File: config.mk
export PLATFORM = sky130hd
export DESIGN_NAME = sfr_bank1
export DESIGN_NICKNAME = d
export VERILOG_FILES = /design/src/hdl/sfr_bank1_pkg.sv /design/src/hdl/sfr_bank1.sv
export SDC_FILE = /design/constraint.sdc
export NUM_CORES = 1
export LEC_CHECK = 0
export ABC_AREA = 1
export BUFFER_PORTS_ARGS = -buffer_cell sky130_fd_sc_hd__buf_2
export CAP_MARGIN = 20
export CORE_MARGIN = 1
export CORE_UTILIZATION = 30
export CTS_CLUSTER_DIAMETER = 60
export DETAILED_ROUTE_END_ITERATION = 12
export MAX_ROUTING_LAYER = met4
export PLACE_DENSITY_LB_ADDON = 0.2
export SYNTH_ARGS = -nofsm -noshare
export SYNTH_HDL_FRONTEND = slang
export SYNTH_SLANG_ARGS = --single-unit
File: constraint.sdc
create_clock -name core_clk -period 4.25 [get_ports core_clk]
set_clock_uncertainty 0.15 [all_clocks]
set_input_delay 0 -clock core_clk [delete_from_list [all_inputs] [get_ports core_clk]]
set_output_delay 0 -clock core_clk [all_outputs]
set_load 0.02 [all_outputs]
File: src/hdl/sfr_bank1_pkg.sv
package sfr_bank1_pkg;

  // ----------------------------------------------------------------
  // Register offsets (byte address = offset, on the 8-bit word bus)
  // ----------------------------------------------------------------
  localparam logic [7:0] ADDR_INDIRECT_DATA_PORT = 8'h80;
  localparam logic [7:0] ADDR_TIMER_PRESCALE_CONFIG = 8'h81;
  localparam logic [7:0] ADDR_PC_LOW_BYTE = 8'h82;
  localparam logic [7:0] ADDR_ALU_STATUS = 8'h83;
  localparam logic [7:0] ADDR_INDIRECT_POINTER = 8'h84;
  localparam logic [7:0] ADDR_PORT_A_DIRECTION = 8'h85;
  localparam logic [7:0] ADDR_PORT_B_DIRECTION = 8'h86;
  localparam logic [7:0] ADDR_PORT_C_DIRECTION = 8'h87;
  localparam logic [7:0] ADDR_PC_HIGH_LATCH = 8'h8a;
  localparam logic [7:0] ADDR_INTERRUPT_CONTROL = 8'h8b;
  localparam logic [7:0] ADDR_PERIPHERAL_IRQ_ENABLE = 8'h8c;
  localparam logic [7:0] ADDR_RESET_CAUSE = 8'h8e;
  localparam logic [7:0] ADDR_TIMER2_PERIOD = 8'h92;
  localparam logic [7:0] ADDR_SERIAL_SLAVE_ADDRESS = 8'h93;
  localparam logic [7:0] ADDR_SERIAL_PORT_STATUS = 8'h94;
  localparam logic [7:0] ADDR_ANALOG_PIN_CONFIG = 8'h9f;
  // Bank-0 mirror of the shared core registers
  localparam logic [7:0] BANK_BIT_MASK = 8'h7f;

  // ----------------------------------------------------------------
  // Status field positions
  // ----------------------------------------------------------------
  localparam int ST_CARRY = 0;
  localparam int ST_HALF_CARRY = 1;
  localparam int ST_ZERO = 2;
  localparam int ST_POWERDOWN = 3;
  localparam int ST_WATCHDOG = 4;
  localparam logic [7:0] ST_FLAG_MASK = 8'h07;
  localparam logic [7:0] ST_SW_MASK = 8'he7;
  localparam logic [7:0] ST_CLEAR_VALUE = 8'h04;

  // ----------------------------------------------------------------
  // Implemented-bit masks
  // ----------------------------------------------------------------
  localparam logic [7:0] MASK_PORT_A = 8'h3f;
  localparam logic [7:0] MASK_PC_HIGH = 8'h1f;
  localparam logic [7:0] MASK_PIE = 8'h4f;
  localparam logic [7:0] MASK_RESET_CAUSE = 8'h03;
  localparam logic [7:0] MASK_ANALOG = 8'h07;

  // ----------------------------------------------------------------
  // Reset values (power-up / brown-out and other resets)
  // ----------------------------------------------------------------
  localparam logic [7:0] RST_ALL_ONES = 8'hff;
  localparam logic [7:0] RST_ZERO = 8'h00;
  localparam logic [7:0] RST_PORT_A = 8'h3f;
  localparam logic [7:0] RST_STATUS_POR = 8'h18;
  localparam logic [7:0] RST_STATUS_OTHER_CLR = 8'h1f;
  localparam logic [7:0] RST_INTERRUPT_CONTROL_OTHER_KEEP = 8'h01;

  // ----------------------------------------------------------------
  // Data memory and ALU operations
  // ----------------------------------------------------------------
  localparam int RAM_WORDS = 256;

  typedef enum logic [2:0] {
    ALU_NONE,
    ALU_ADD,
    ALU_SUB,
    ALU_LOGIC,
    ALU_CLEAR
  } alu_op_type;

endpackage

File: src/hdl/sfr_bank1.sv
// The implementer's own choice: the Avalon-MM interface to the registers.
`timescale 1ns/1ps
// What this block does
// Status is written like any other register by any instruction.
// A flag-affecting write to status keeps written data off Z, DC, C.
// Z comes from the instruction result on flag-affecting ops; DC and C only on add and subtract.
// Writes never change the watchdog-expiry and power-down flags.
// Clear-file on status clears bits 7:5, sets Z, keeps the rest.
// Software should alter status only with bit, swap or move ops.
// On subtract, carry and half carry read one when no borrow occurs.
// Software keeps status bits 7 and 6 clear; the block stores them as written.
// Core registers answer at the same location in both banks.
// The pc high latch holds five bits that load pc bits 12 to 8.
// Unused addresses and bit positions read as zero.
// Power-up/brown-out and other resets load different reset sets.
// Without converter, software keeps its enable and pin config zero.
// Every reset makes port A pins inputs via all-ones direction.
// The timer prescale config register is fully read/write.
// The indirect port reaches memory at the pointer; self reads zero.
module sfr_bank1
  import sfr_bank1_pkg::*;
(
  input wire logic core_clk,
  input wire logic reset_n,
  input wire logic power_reset,
  input wire logic watchdog_reset,
  input wire logic sleep_entry,
  input wire logic wdt_clear,
  input wire logic [7:0] avs_address,
  input wire logic avs_read,
  input wire logic avs_write,
  input wire logic [7:0] avs_writedata,
  input wire sfr_bank1_pkg::alu_op_type alu_op,
  input wire logic [7:0] alu_a,
  input wire logic [7:0] alu_b,
  input wire logic pc_load,
  output logic [7:0] avs_readdata,
  output logic avs_waitrequest,
  output logic [7:0] port_a_dir,
  output logic [7:0] timer_cfg,
  output logic [12:0] pc_q,
  output logic [7:0] status_out
);
  import sfr_bank1_pkg::*;

  // ----------------------------------------------------------------
  // Bus handshake: one wait cycle, answer at the second edge
  // ----------------------------------------------------------------
  logic ack_q;
  logic [7:0] reg_addr;
  logic wr_en;
  logic rd_en;
  logic [7:0] ram_q [RAM_WORDS];
  logic [7:0] target;
  logic [7:0] alu_res;
  logic [7:0] status_q;
  logic [7:0] option_q, fsr_q, tris_a_q, tris_b_q, tris_c_q, pc_high_latch_q;
  logic [7:0] interrupt_control_q, pie_q, reset_cause_q, pr2_q, serial_slave_address_q, serial_port_status_q, adcon_q;
  logic flag_op;
  logic c_d, dc_d, z_d;
  logic [8:0] sum9;
  logic [4:0] sum5;
  logic [7:0] rd_d;

  assign wr_en = avs_write && !ack_q;
  assign rd_en = avs_read && !ack_q;

  always_ff @(posedge core_clk or negedge reset_n) begin
    if (!reset_n) begin
      ack_q <= 1'b0;
    end else begin
      ack_q <= (avs_read || avs_write) && !ack_q;
    end
  end

  always_ff @(posedge core_clk or negedge reset_n) begin
    if (!reset_n) begin
      avs_waitrequest <= 1'b1;
    end else begin
      avs_waitrequest <= !((avs_read || avs_write) && !ack_q);
    end
  end

  // ----------------------------------------------------------------
  // Address mirroring and indirect target
  // ----------------------------------------------------------------
  always_comb begin
    reg_addr = avs_address;
    case (avs_address & BANK_BIT_MASK)
      (ADDR_INDIRECT_DATA_PORT & BANK_BIT_MASK),
      (ADDR_PC_LOW_BYTE & BANK_BIT_MASK),
      (ADDR_ALU_STATUS & BANK_BIT_MASK),
      (ADDR_INDIRECT_POINTER & BANK_BIT_MASK),
      (ADDR_PC_HIGH_LATCH & BANK_BIT_MASK),
      (ADDR_INTERRUPT_CONTROL & BANK_BIT_MASK): begin
        reg_addr = avs_address | ~BANK_BIT_MASK;
      end
      default: begin
        reg_addr = avs_address;
      end
    endcase
  end

  assign target = (reg_addr == ADDR_INDIRECT_DATA_PORT) ? fsr_q : reg_addr;

  // ----------------------------------------------------------------
  // Result and flag logic
  // ----------------------------------------------------------------
  always_comb begin
    sum9 = 9'h000;
    sum5 = 5'h00;
    flag_op = 1'b1;
    alu_res = avs_writedata;
    case (alu_op)
      ALU_ADD: begin
        sum9 = {1'b0, alu_a} + {1'b0, alu_b};
        sum5 = {1'b0, alu_a[3:0]} + {1'b0, alu_b[3:0]};
        alu_res = sum9[7:0];
      end
      ALU_SUB: begin
        // Two's complement add makes carry an inverted borrow
        sum9 = {1'b0, alu_a} + {1'b0, ~alu_b} + 9'h001;
        sum5 = {1'b0, alu_a[3:0]} + {1'b0, ~alu_b[3:0]} + 5'h01;
        alu_res = sum9[7:0];
      end
      ALU_LOGIC: begin
        alu_res = avs_writedata;
      end
      ALU_CLEAR: begin
        alu_res = 8'h00;
      end
      default: begin
        flag_op = 1'b0;
      end
    endcase
    z_d = (alu_res == 8'h00);
    c_d = (alu_op == ALU_ADD || alu_op == ALU_SUB) ? sum9[8]
        : status_q[ST_CARRY];
    dc_d = (alu_op == ALU_ADD || alu_op == ALU_SUB) ? sum5[4]
        : status_q[ST_HALF_CARRY];
  end

  // ----------------------------------------------------------------
  // Status register
  // ----------------------------------------------------------------
  always_ff @(posedge core_clk or negedge reset_n) begin
    if (!reset_n) begin
      status_q <= RST_STATUS_POR;
    end else if (power_reset) begin
      status_q <= RST_STATUS_POR;
    end else if (watchdog_reset) begin
      // Other resets clear 7:5, keep flags, drop watchdog-expiry flag
      status_q <= (status_q & RST_STATUS_OTHER_CLR)
          & ~(8'h01 << ST_WATCHDOG);
    end else begin
      if (wr_en && target == ADDR_ALU_STATUS) begin
        if (alu_op == ALU_CLEAR) begin
          status_q <= (status_q & 8'h1b) | ST_CLEAR_VALUE;
        end else if (flag_op) begin
          status_q <= (alu_res & ST_SW_MASK & ~ST_FLAG_MASK)
              | (status_q & ~ST_SW_MASK)
              | {5'h00, z_d, dc_d, c_d};
        end else begin
          status_q <= (avs_writedata & ST_SW_MASK)
              | (status_q & ~ST_SW_MASK);
        end
      end else if (flag_op && wr_en) begin
        status_q[ST_ZERO] <= z_d;
        status_q[ST_HALF_CARRY] <= dc_d;
        status_q[ST_CARRY] <= c_d;
      end
      if (sleep_entry) begin
        status_q[ST_POWERDOWN] <= 1'b0;
        status_q[ST_WATCHDOG] <= 1'b1;
      end else if (wdt_clear) begin
        status_q[ST_POWERDOWN] <= 1'b1;
        status_q[ST_WATCHDOG] <= 1'b1;
      end
    end
  end

  // ----------------------------------------------------------------
  // Plain control registers
  // ----------------------------------------------------------------
  always_ff @(posedge core_clk or negedge reset_n) begin
    if (!reset_n) begin
      option_q <= RST_ALL_ONES;
      tris_a_q <= RST_PORT_A;
      tris_b_q <= RST_ALL_ONES;
      tris_c_q <= RST_ALL_ONES;
      pc_high_latch_q <= RST_ZERO;
      interrupt_control_q <= RST_ZERO;
      pie_q <= RST_ZERO;
      pr2_q <= RST_ALL_ONES;
      serial_slave_address_q <= RST_ZERO;
      serial_port_status_q <= RST_ZERO;
      adcon_q <= RST_ZERO;
      fsr_q <= RST_ZERO;
    end else if (power_reset || watchdog_reset) begin
      option_q <= RST_ALL_ONES;
      tris_a_q <= RST_PORT_A;
      tris_b_q <= RST_ALL_ONES;
      tris_c_q <= RST_ALL_ONES;
      pc_high_latch_q <= RST_ZERO;
      pie_q <= RST_ZERO;
      pr2_q <= RST_ALL_ONES;
      serial_slave_address_q <= RST_ZERO;
      serial_port_status_q <= RST_ZERO;
      adcon_q <= RST_ZERO;
      interrupt_control_q <= power_reset ? RST_ZERO
          : (interrupt_control_q & RST_INTERRUPT_CONTROL_OTHER_KEEP);
    end else if (wr_en) begin
      case (target)
        ADDR_TIMER_PRESCALE_CONFIG: option_q <= avs_writedata;
        ADDR_INDIRECT_POINTER: fsr_q <= avs_writedata;
        ADDR_PORT_A_DIRECTION: tris_a_q <= avs_writedata & MASK_PORT_A;
        ADDR_PORT_B_DIRECTION: tris_b_q <= avs_writedata;
        ADDR_PORT_C_DIRECTION: tris_c_q <= avs_writedata;
        ADDR_PC_HIGH_LATCH: pc_high_latch_q <= avs_writedata & MASK_PC_HIGH;
        ADDR_INTERRUPT_CONTROL: interrupt_control_q <= avs_writedata;
        ADDR_PERIPHERAL_IRQ_ENABLE: pie_q <= avs_writedata & MASK_PIE;
        ADDR_TIMER2_PERIOD: pr2_q <= avs_writedata;
        ADDR_SERIAL_SLAVE_ADDRESS: serial_slave_address_q <= avs_writedata;
        ADDR_SERIAL_PORT_STATUS: serial_port_status_q <= avs_writedata & 8'hc0;
        ADDR_ANALOG_PIN_CONFIG: adcon_q <= avs_writedata & MASK_ANALOG;
        default: begin
        end
      endcase
    end
  end

  always_ff @(posedge core_clk or negedge reset_n) begin
    if (!reset_n) begin
      reset_cause_q <= RST_ZERO;
    end else if (power_reset) begin
      reset_cause_q <= RST_ZERO;
    end else if (wr_en && target == ADDR_RESET_CAUSE) begin
      reset_cause_q <= avs_writedata & MASK_RESET_CAUSE;
    end
  end

  // ----------------------------------------------------------------
  // Program counter and data memory
  // ----------------------------------------------------------------
  always_ff @(posedge core_clk or negedge reset_n) begin
    if (!reset_n) begin
      pc_q <= 13'h0000;
    end else if (power_reset || watchdog_reset) begin
      pc_q <= 13'h0000;
    end else if (wr_en && target == ADDR_PC_LOW_BYTE) begin
      pc_q <= {pc_high_latch_q[4:0], avs_writedata};
    end else if (pc_load) begin
      pc_q <= {pc_high_latch_q[4:0], pc_q[7:0]};
    end
  end

  always_ff @(posedge core_clk) begin
    if (wr_en && target[7] == 1'b0) begin
      ram_q[target] <= avs_writedata;
    end
  end

  // ----------------------------------------------------------------
  // Read mux
  // ----------------------------------------------------------------
  always_comb begin
    case (target)
      ADDR_INDIRECT_DATA_PORT: rd_d = 8'h00;
      ADDR_TIMER_PRESCALE_CONFIG: rd_d = option_q;
      ADDR_PC_LOW_BYTE: rd_d = pc_q[7:0];
      ADDR_ALU_STATUS: rd_d = status_q;
      ADDR_INDIRECT_POINTER: rd_d = fsr_q;
      ADDR_PORT_A_DIRECTION: rd_d = tris_a_q;
      ADDR_PORT_B_DIRECTION: rd_d = tris_b_q;
      ADDR_PORT_C_DIRECTION: rd_d = tris_c_q;
      ADDR_PC_HIGH_LATCH: rd_d = pc_high_latch_q;
      ADDR_INTERRUPT_CONTROL: rd_d = interrupt_control_q;
      ADDR_PERIPHERAL_IRQ_ENABLE: rd_d = pie_q;
      ADDR_RESET_CAUSE: rd_d = reset_cause_q;
      ADDR_TIMER2_PERIOD: rd_d = pr2_q;
      ADDR_SERIAL_SLAVE_ADDRESS: rd_d = serial_slave_address_q;
      ADDR_SERIAL_PORT_STATUS: rd_d = serial_port_status_q;
      ADDR_ANALOG_PIN_CONFIG: rd_d = adcon_q;
      default: rd_d = target[7] ? 8'h00 : ram_q[target];
    endcase
  end

  always_ff @(posedge core_clk or negedge reset_n) begin
    if (!reset_n) begin
      avs_readdata <= 8'h00;
    end else if (rd_en) begin
      avs_readdata <= rd_d;
    end
  end

  always_ff @(posedge core_clk or negedge reset_n) begin
    if (!reset_n) begin
      port_a_dir <= RST_PORT_A;
      timer_cfg <= RST_ALL_ONES;
      status_out <= RST_STATUS_POR;
    end else begin
      port_a_dir <= tris_a_q;
      timer_cfg <= option_q;
      status_out <= status_q;
    end
  end

  // ----------------------------------------------------------------
  // Checks
  // ----------------------------------------------------------------
  property p_wd_flags_kept;
    @(posedge core_clk) disable iff (!reset_n)
    (wr_en && target == ADDR_ALU_STATUS && !sleep_entry && !wdt_clear
        && !power_reset && !watchdog_reset)
    |=> status_q[4:3] == $past(status_q[4:3]);
  endproperty
  a_wd_flags_kept: assert property (p_wd_flags_kept)
    else $error("status reset-cause flags changed by a write");

  property p_clear_sets_zero;
    @(posedge core_clk) disable iff (!reset_n)
    (wr_en && target == ADDR_ALU_STATUS && alu_op == ALU_CLEAR
        && !power_reset && !watchdog_reset)
    |=> status_q[7:5] == 3'b000 && status_q[ST_ZERO];
  endproperty
  a_clear_sets_zero: assert property (p_clear_sets_zero)
    else $error("clear of status did not give expected bits");

  property p_porta_inputs;
    @(posedge core_clk) disable iff (!reset_n)
    (power_reset || watchdog_reset) |=> tris_a_q == MASK_PORT_A ##1
      port_a_dir == MASK_PORT_A;
  endproperty
  a_porta_inputs: assert property (p_porta_inputs)
    else $error("port A not inputs after reset");

  property p_unmapped_zero;
    @(posedge core_clk) disable iff (!reset_n)
    (rd_en && (avs_address == 8'h88 || avs_address == 8'h95))
    |=> avs_readdata == 8'h00;
  endproperty
  a_unmapped_zero: assert property (p_unmapped_zero)
    else $error("unmapped address read nonzero");

  property p_pc_high_latch_bits;
    @(posedge core_clk) disable iff (!reset_n)
    pc_high_latch_q[7:5] == 3'b000;
  endproperty
  a_pc_high_latch_bits: assert property (p_pc_high_latch_bits)
    else $error("pc high latch has bits above four");

  property p_answer_time;
    @(posedge core_clk) disable iff (!reset_n)
    $rose(avs_read || avs_write) |=> !avs_waitrequest ##1 avs_waitrequest;
  endproperty
  a_answer_time: assert property (p_answer_time) // bus handshake
    else $error("bus answer not after one wait cycle");

  property p_por_status;
    @(posedge core_clk) disable iff (!reset_n)
    power_reset |=> status_q[7:3] == 5'b00011;
  endproperty
  a_por_status: assert property (p_por_status)
    else $error("power-up status value wrong");

  property p_sub_carry;
    @(posedge core_clk) disable iff (!reset_n)
    (wr_en && alu_op == ALU_SUB
        && alu_a >= alu_b && !power_reset && !watchdog_reset)
    |=> status_q[ST_CARRY];
  endproperty
  a_sub_carry: assert property (p_sub_carry)
    else $error("subtract without borrow did not set carry");

endmodule

==> out/results.md <==
| Group | Result | Value |
|---|---|---|
| status | Outcome | complete, no violations |
| finish | Area added between synthesis and finish | 17.2% |
| route | Highest Signal Layer | met4 |
| sta | Number of pins exceeding their max-slew limit in the final report | 0 |
| floorplanning | Core box area | 0.163 mm^2 |
| clock network | Clk pin slew, worst setup/hold paths | 60 ps |
| global route | Vias in the first global route | 34,449 |
| placement | Detail Placement HPWL | 98.9 mm |
| sta | Setup violation total in the final timing report | 0 |
| sta | Highest achievable clock rate | 249 MHz |
| worst setup path | Worst-case register-to-register setup slack | 450 ps |
| worst hold path | Worst hold path class | input port to flop |
| synth | Largest area contributor in the netlist | sky130_fd_sc_hd__edfxtp_1 |
| route | Via density | 4.94 |
| finish | Fin nets | 4,977 |
| power | Power density normalized to cell area | 438 mW/mm^2 |
| synth | Instance count of the mapped netlist | 4,700 |
| worst setup path | Data required time of the worst path | 4820 ps |
| route | Count of vias placed by the detailed router | 35,563 |
| finish | Ratio of cells with drive above 1 in the final layout | 11.7% |
| synth | Share of the synthesized area in the top cell type | 62.3% |
| route | Routed length on met1 | 75.3 mm |
| worst setup path | Crit. End Element | flop |
| route | Wire length on met3 | 10.5 mm |
| global route | Global-route congestion overflow total | 0 |
| worst setup path | Largest fanout on the critical path | 2 |
| synth | Number of distinct standard cells referenced by the synthesized netlist | 50 |
| route | Total iterations of the first detailed-routing run | 5 |
| floorplanning | Horiz. Die Dim | 408 um |
| worst setup path | WP data arrival | 4590 ps |
| clock network | TritonCTS Sinks | 1,156 |
| clock network | Post-CTS setup buffer count | 0 |
| sta | Transition time at the pin with the least slew margin | 1030 ps |
| synth | Biggest area contributors in the synthesized netlist | sky130_fd_sc_hd__edfxtp_1 (62%), sky130_fd_sc_hd__nand2_1 (12%), sky130_fd_sc_hd__nand3_1 (8.6%) |
| synth | Synth Area per Inst | 10.5 um^2 |
| finish | Most frequent cells in the layout | sky130_fd_sc_hd__nand2_1 (1,555), sky130_fd_sc_hd__edfxtp_1 (1,024), sky130_fd_sc_hd__nand3_1 (845), sky130_fd_sc_hd__nor2_1 (499), sky130_fd_sc_hd__buf_4 (174) |
| clock network | Inserted Clock Buffers | 134 |
| clock network | Resize count post-CTS | 0 |
| global route | Antenna violations before repair | 3 |
| sta | Final critical path time including I/O delays and setup | 4020 ps |
| clock network | H-tree lvl count | 4 |
| synth | Number of flip-flops and latches in the synthesized netlist | 1,156 |
| worst setup path | Count of cells along the worst register-to-register path | 12 |
| floorplanning | Area of the die | 0.166 mm^2 |
| route | Number of violations reported at the end of detailed-routing iteration 0 | 3,094 |
| placement | Gp weighted congestion | 0.887 |
| worst setup path | Critical path class | input port to flop |
| job | Count of maximum capacitance violations | 0 |
| worst setup path | Termination of the worst setup path | status_q[2] |
| synth | Yosys warning total | 0 |
| global route | Global-route wire length before repair | 243 mm |
| route | Drt wl/cell | 23.1 um |
| route | Post-DRT Antenna Nets | 0 |
| clock network | Later-pin clock latency in the skew report | 780 ps |
| sta | Period Utilization, post-route | 94.6% |
| power | Total power after layout | 0.0254 W |
| worst setup path | Category of the worst setup path launch point | input port |
| route | Detailed-route DRC error count | 0 |
| worst setup path | Critical register-to-register path startpoint | fsr_q[4] |
| power | Peak supply drop | 0.430 mV |
| sta | Worst-case headroom to the max-slew limit | 31.5% |
| floorplanning | Initial cell density of the core | 30.3% |
| clock network | Deepest clock path buffer count | 3 |
| worst setup path | RR Endpoint | status_q[2] |
| placement | Count of input and output buffers | 87 |
| route | Wire length on met2 | 76.3 mm |
| clock network | Clock root buffer | sky130_fd_sc_hd__clkbuf_16 |
| floorplanning | Num rows | 148 |
| global route | Maximum number of pins on one net before global-route repair | 149 |
| sta | Setup repair after global routing missed its margin | no |
| power | Leakage power total | 22.1 nW |
| synth | Portion of the post-synthesis area used by sequential elements | 69.1% |
| floorplanning | Die height | 408 um |
| clock network | Clock tree from TritonCTS | yes |
| floorplanning | I/O Pins | 90 |
| route | Drt total wl | 166 mm |
| sta | Total Neg Setup Slack | 0 ps |
| finish | Total of fill cells in the finished design | 16,295 |
| worst setup path | Origin of the worst setup path | alu_a[6] |
| global route | Combined global-route utilization of all metal layers | 20.3% |
| synth | Cell area after technology mapping | 0.0494 mm^2 |
| sta | Total count of hold-check failures in the final report | 0 |
| finish | Most frequent standard cell in the layout excluding fill and tap cells | sky130_fd_sc_hd__nand2_1 |
[critical path, cell delays in order]
cell	delay (ps)
sky130_fd_sc_hd__dlygate4sd3_1	530
sky130_fd_sc_hd__buf_2	130
sky130_fd_sc_hd__ha_1	200
sky130_fd_sc_hd__dlygate4sd3_1	550
sky130_fd_sc_hd__a221oi_1	220
sky130_fd_sc_hd__dlygate4sd3_1	620
sky130_fd_sc_hd__nand3_1	70
sky130_fd_sc_hd__dlygate4sd3_1	560
sky130_fd_sc_hd__nand3_1	80
sky130_fd_sc_hd__dlygate4sd3_1	550
sky130_fd_sc_hd__nand2_1	70
sky130_fd_sc_hd__nor2_1	140
sky130_fd_sc_hd__nand3_1	100
sky130_fd_sc_hd__a21o_1	160
sky130_fd_sc_hd__dlygate4sd3_1	550
sky130_fd_sc_hd__nand2_1	60
[cells in the mapped netlist, drive strengths merged]
library cell	n
a21o	1
mux2	5
o31ai	2
ha	16
dfstp	57
o22ai	3
o221ai	1
fa	2
nor3	22
nand4	13
nor2	514
a31oi	7
nor4	1
edfxtp	1024
a221oi	1
o311ai	1
xor2	1
xnor2	1
o211ai	2
nand3b	2
a21boi	1
or2	6
conb	1
a21oi	53
a22o	1
clkbuf	119
nand3	847
nand2	1569
o21ai	85
inv	131
buf	136
dfrtp	75
[timing repair]
| action | CTS | global route |
|---|---|---|
| hold endpoints to repair | 872 | 0 |
| hold buffers | 55 | 0 |
| setup endpoints to repair | 0 | 0 |
[state kept, by name (all words and copies together) (netlist names), 3 cells and up]
| name | count |
|---|---|
| avs_readdata | 8 |
| tris_c_q | 8 |
| timer_cfg | 8 |
| serial_slave_address_q | 8 |
| pc_high_latch_q | 5 |
| ram_q | 1024 |
| pr2_q | 8 |
| fsr_q | 8 |
| interrupt_control_q | 8 |
| status_q | 8 |
| option_q | 8 |
| pc_q | 13 |
| tris_b_q | 8 |
| adcon_q | 3 |
| port_a_dir | 6 |
| pie_q | 5 |
| status_out | 8 |
| tris_a_q | 6 |
[layout make-up]
type                    instances  area [um^2]  area share [%]
diodes                          2         5.00         0.00864
clock buffers                 171         3590            6.20
clock inverters                66          480           0.830
inverters                     131          499           0.862
multi-input cells            3159        13700            23.7
flip-flops and latches       1156        34100            58.9
well taps                    2175         2720            4.70
repair buffers                333         2760            4.76
[power by group]
part           internal [W]  switching, W
sequential           0.0125     0.0000496
combinational      0.000473       0.00142
clock               0.00622       0.00472
total                0.0192       0.00619
[worst min path at each step]
stage	startpoint	end	slack (ps)	cells after the start
after CTS	avs_address[7]	adcon_q[1]	10	7
after global placement	reset_n	pc_q[7]	80	1
final	avs_writedata[4]	ram_q[80][4]	60	2
after floorplan	reset_n	ack_q	-450	0
after global routing	avs_writedata[4]	ram_q[80][4]	50	2
after detailed placement	reset_n	pc_q[6]	80	1
[kinds of logic after synthesis]
logic type      count (synthesis)  synth area share (%)
other cells                     1               0.00759
mux                             5                 0.152
compound gates                158                  1.79
simple gates                 2974                  25.2
flops                        1156                  69.1
xor+xnor                        2                0.0355
buf+inv                       386                  3.25
fa+ha+maj                      18                 0.486
[layer usage]
layer / up-vias / GRT usage (%)
met5: - / -
li1: 16465 / -
met2: 1183 / 31.0
met4: 0 / 5.63
met1: 17704 / 27.8
met3: 211 / 3.36
[stage by stage]
stage	util [%]	area (um^2)	std cells	hold WS, ps	setup WS (ps)
after CTS	35.5	57900	7189	10.4	370
after floorplan	-	49400	4701	-446	1590
after global routing	35.5	57900	7192	47.1	25.5
after detailed placement	32.6	53200	6897	77.7	708
after global placement	32.6	53200	6895	76.2	731
final	35.5	57900	7193	57.1	230
No activity file was read; power rests on OpenSTA's default activity.
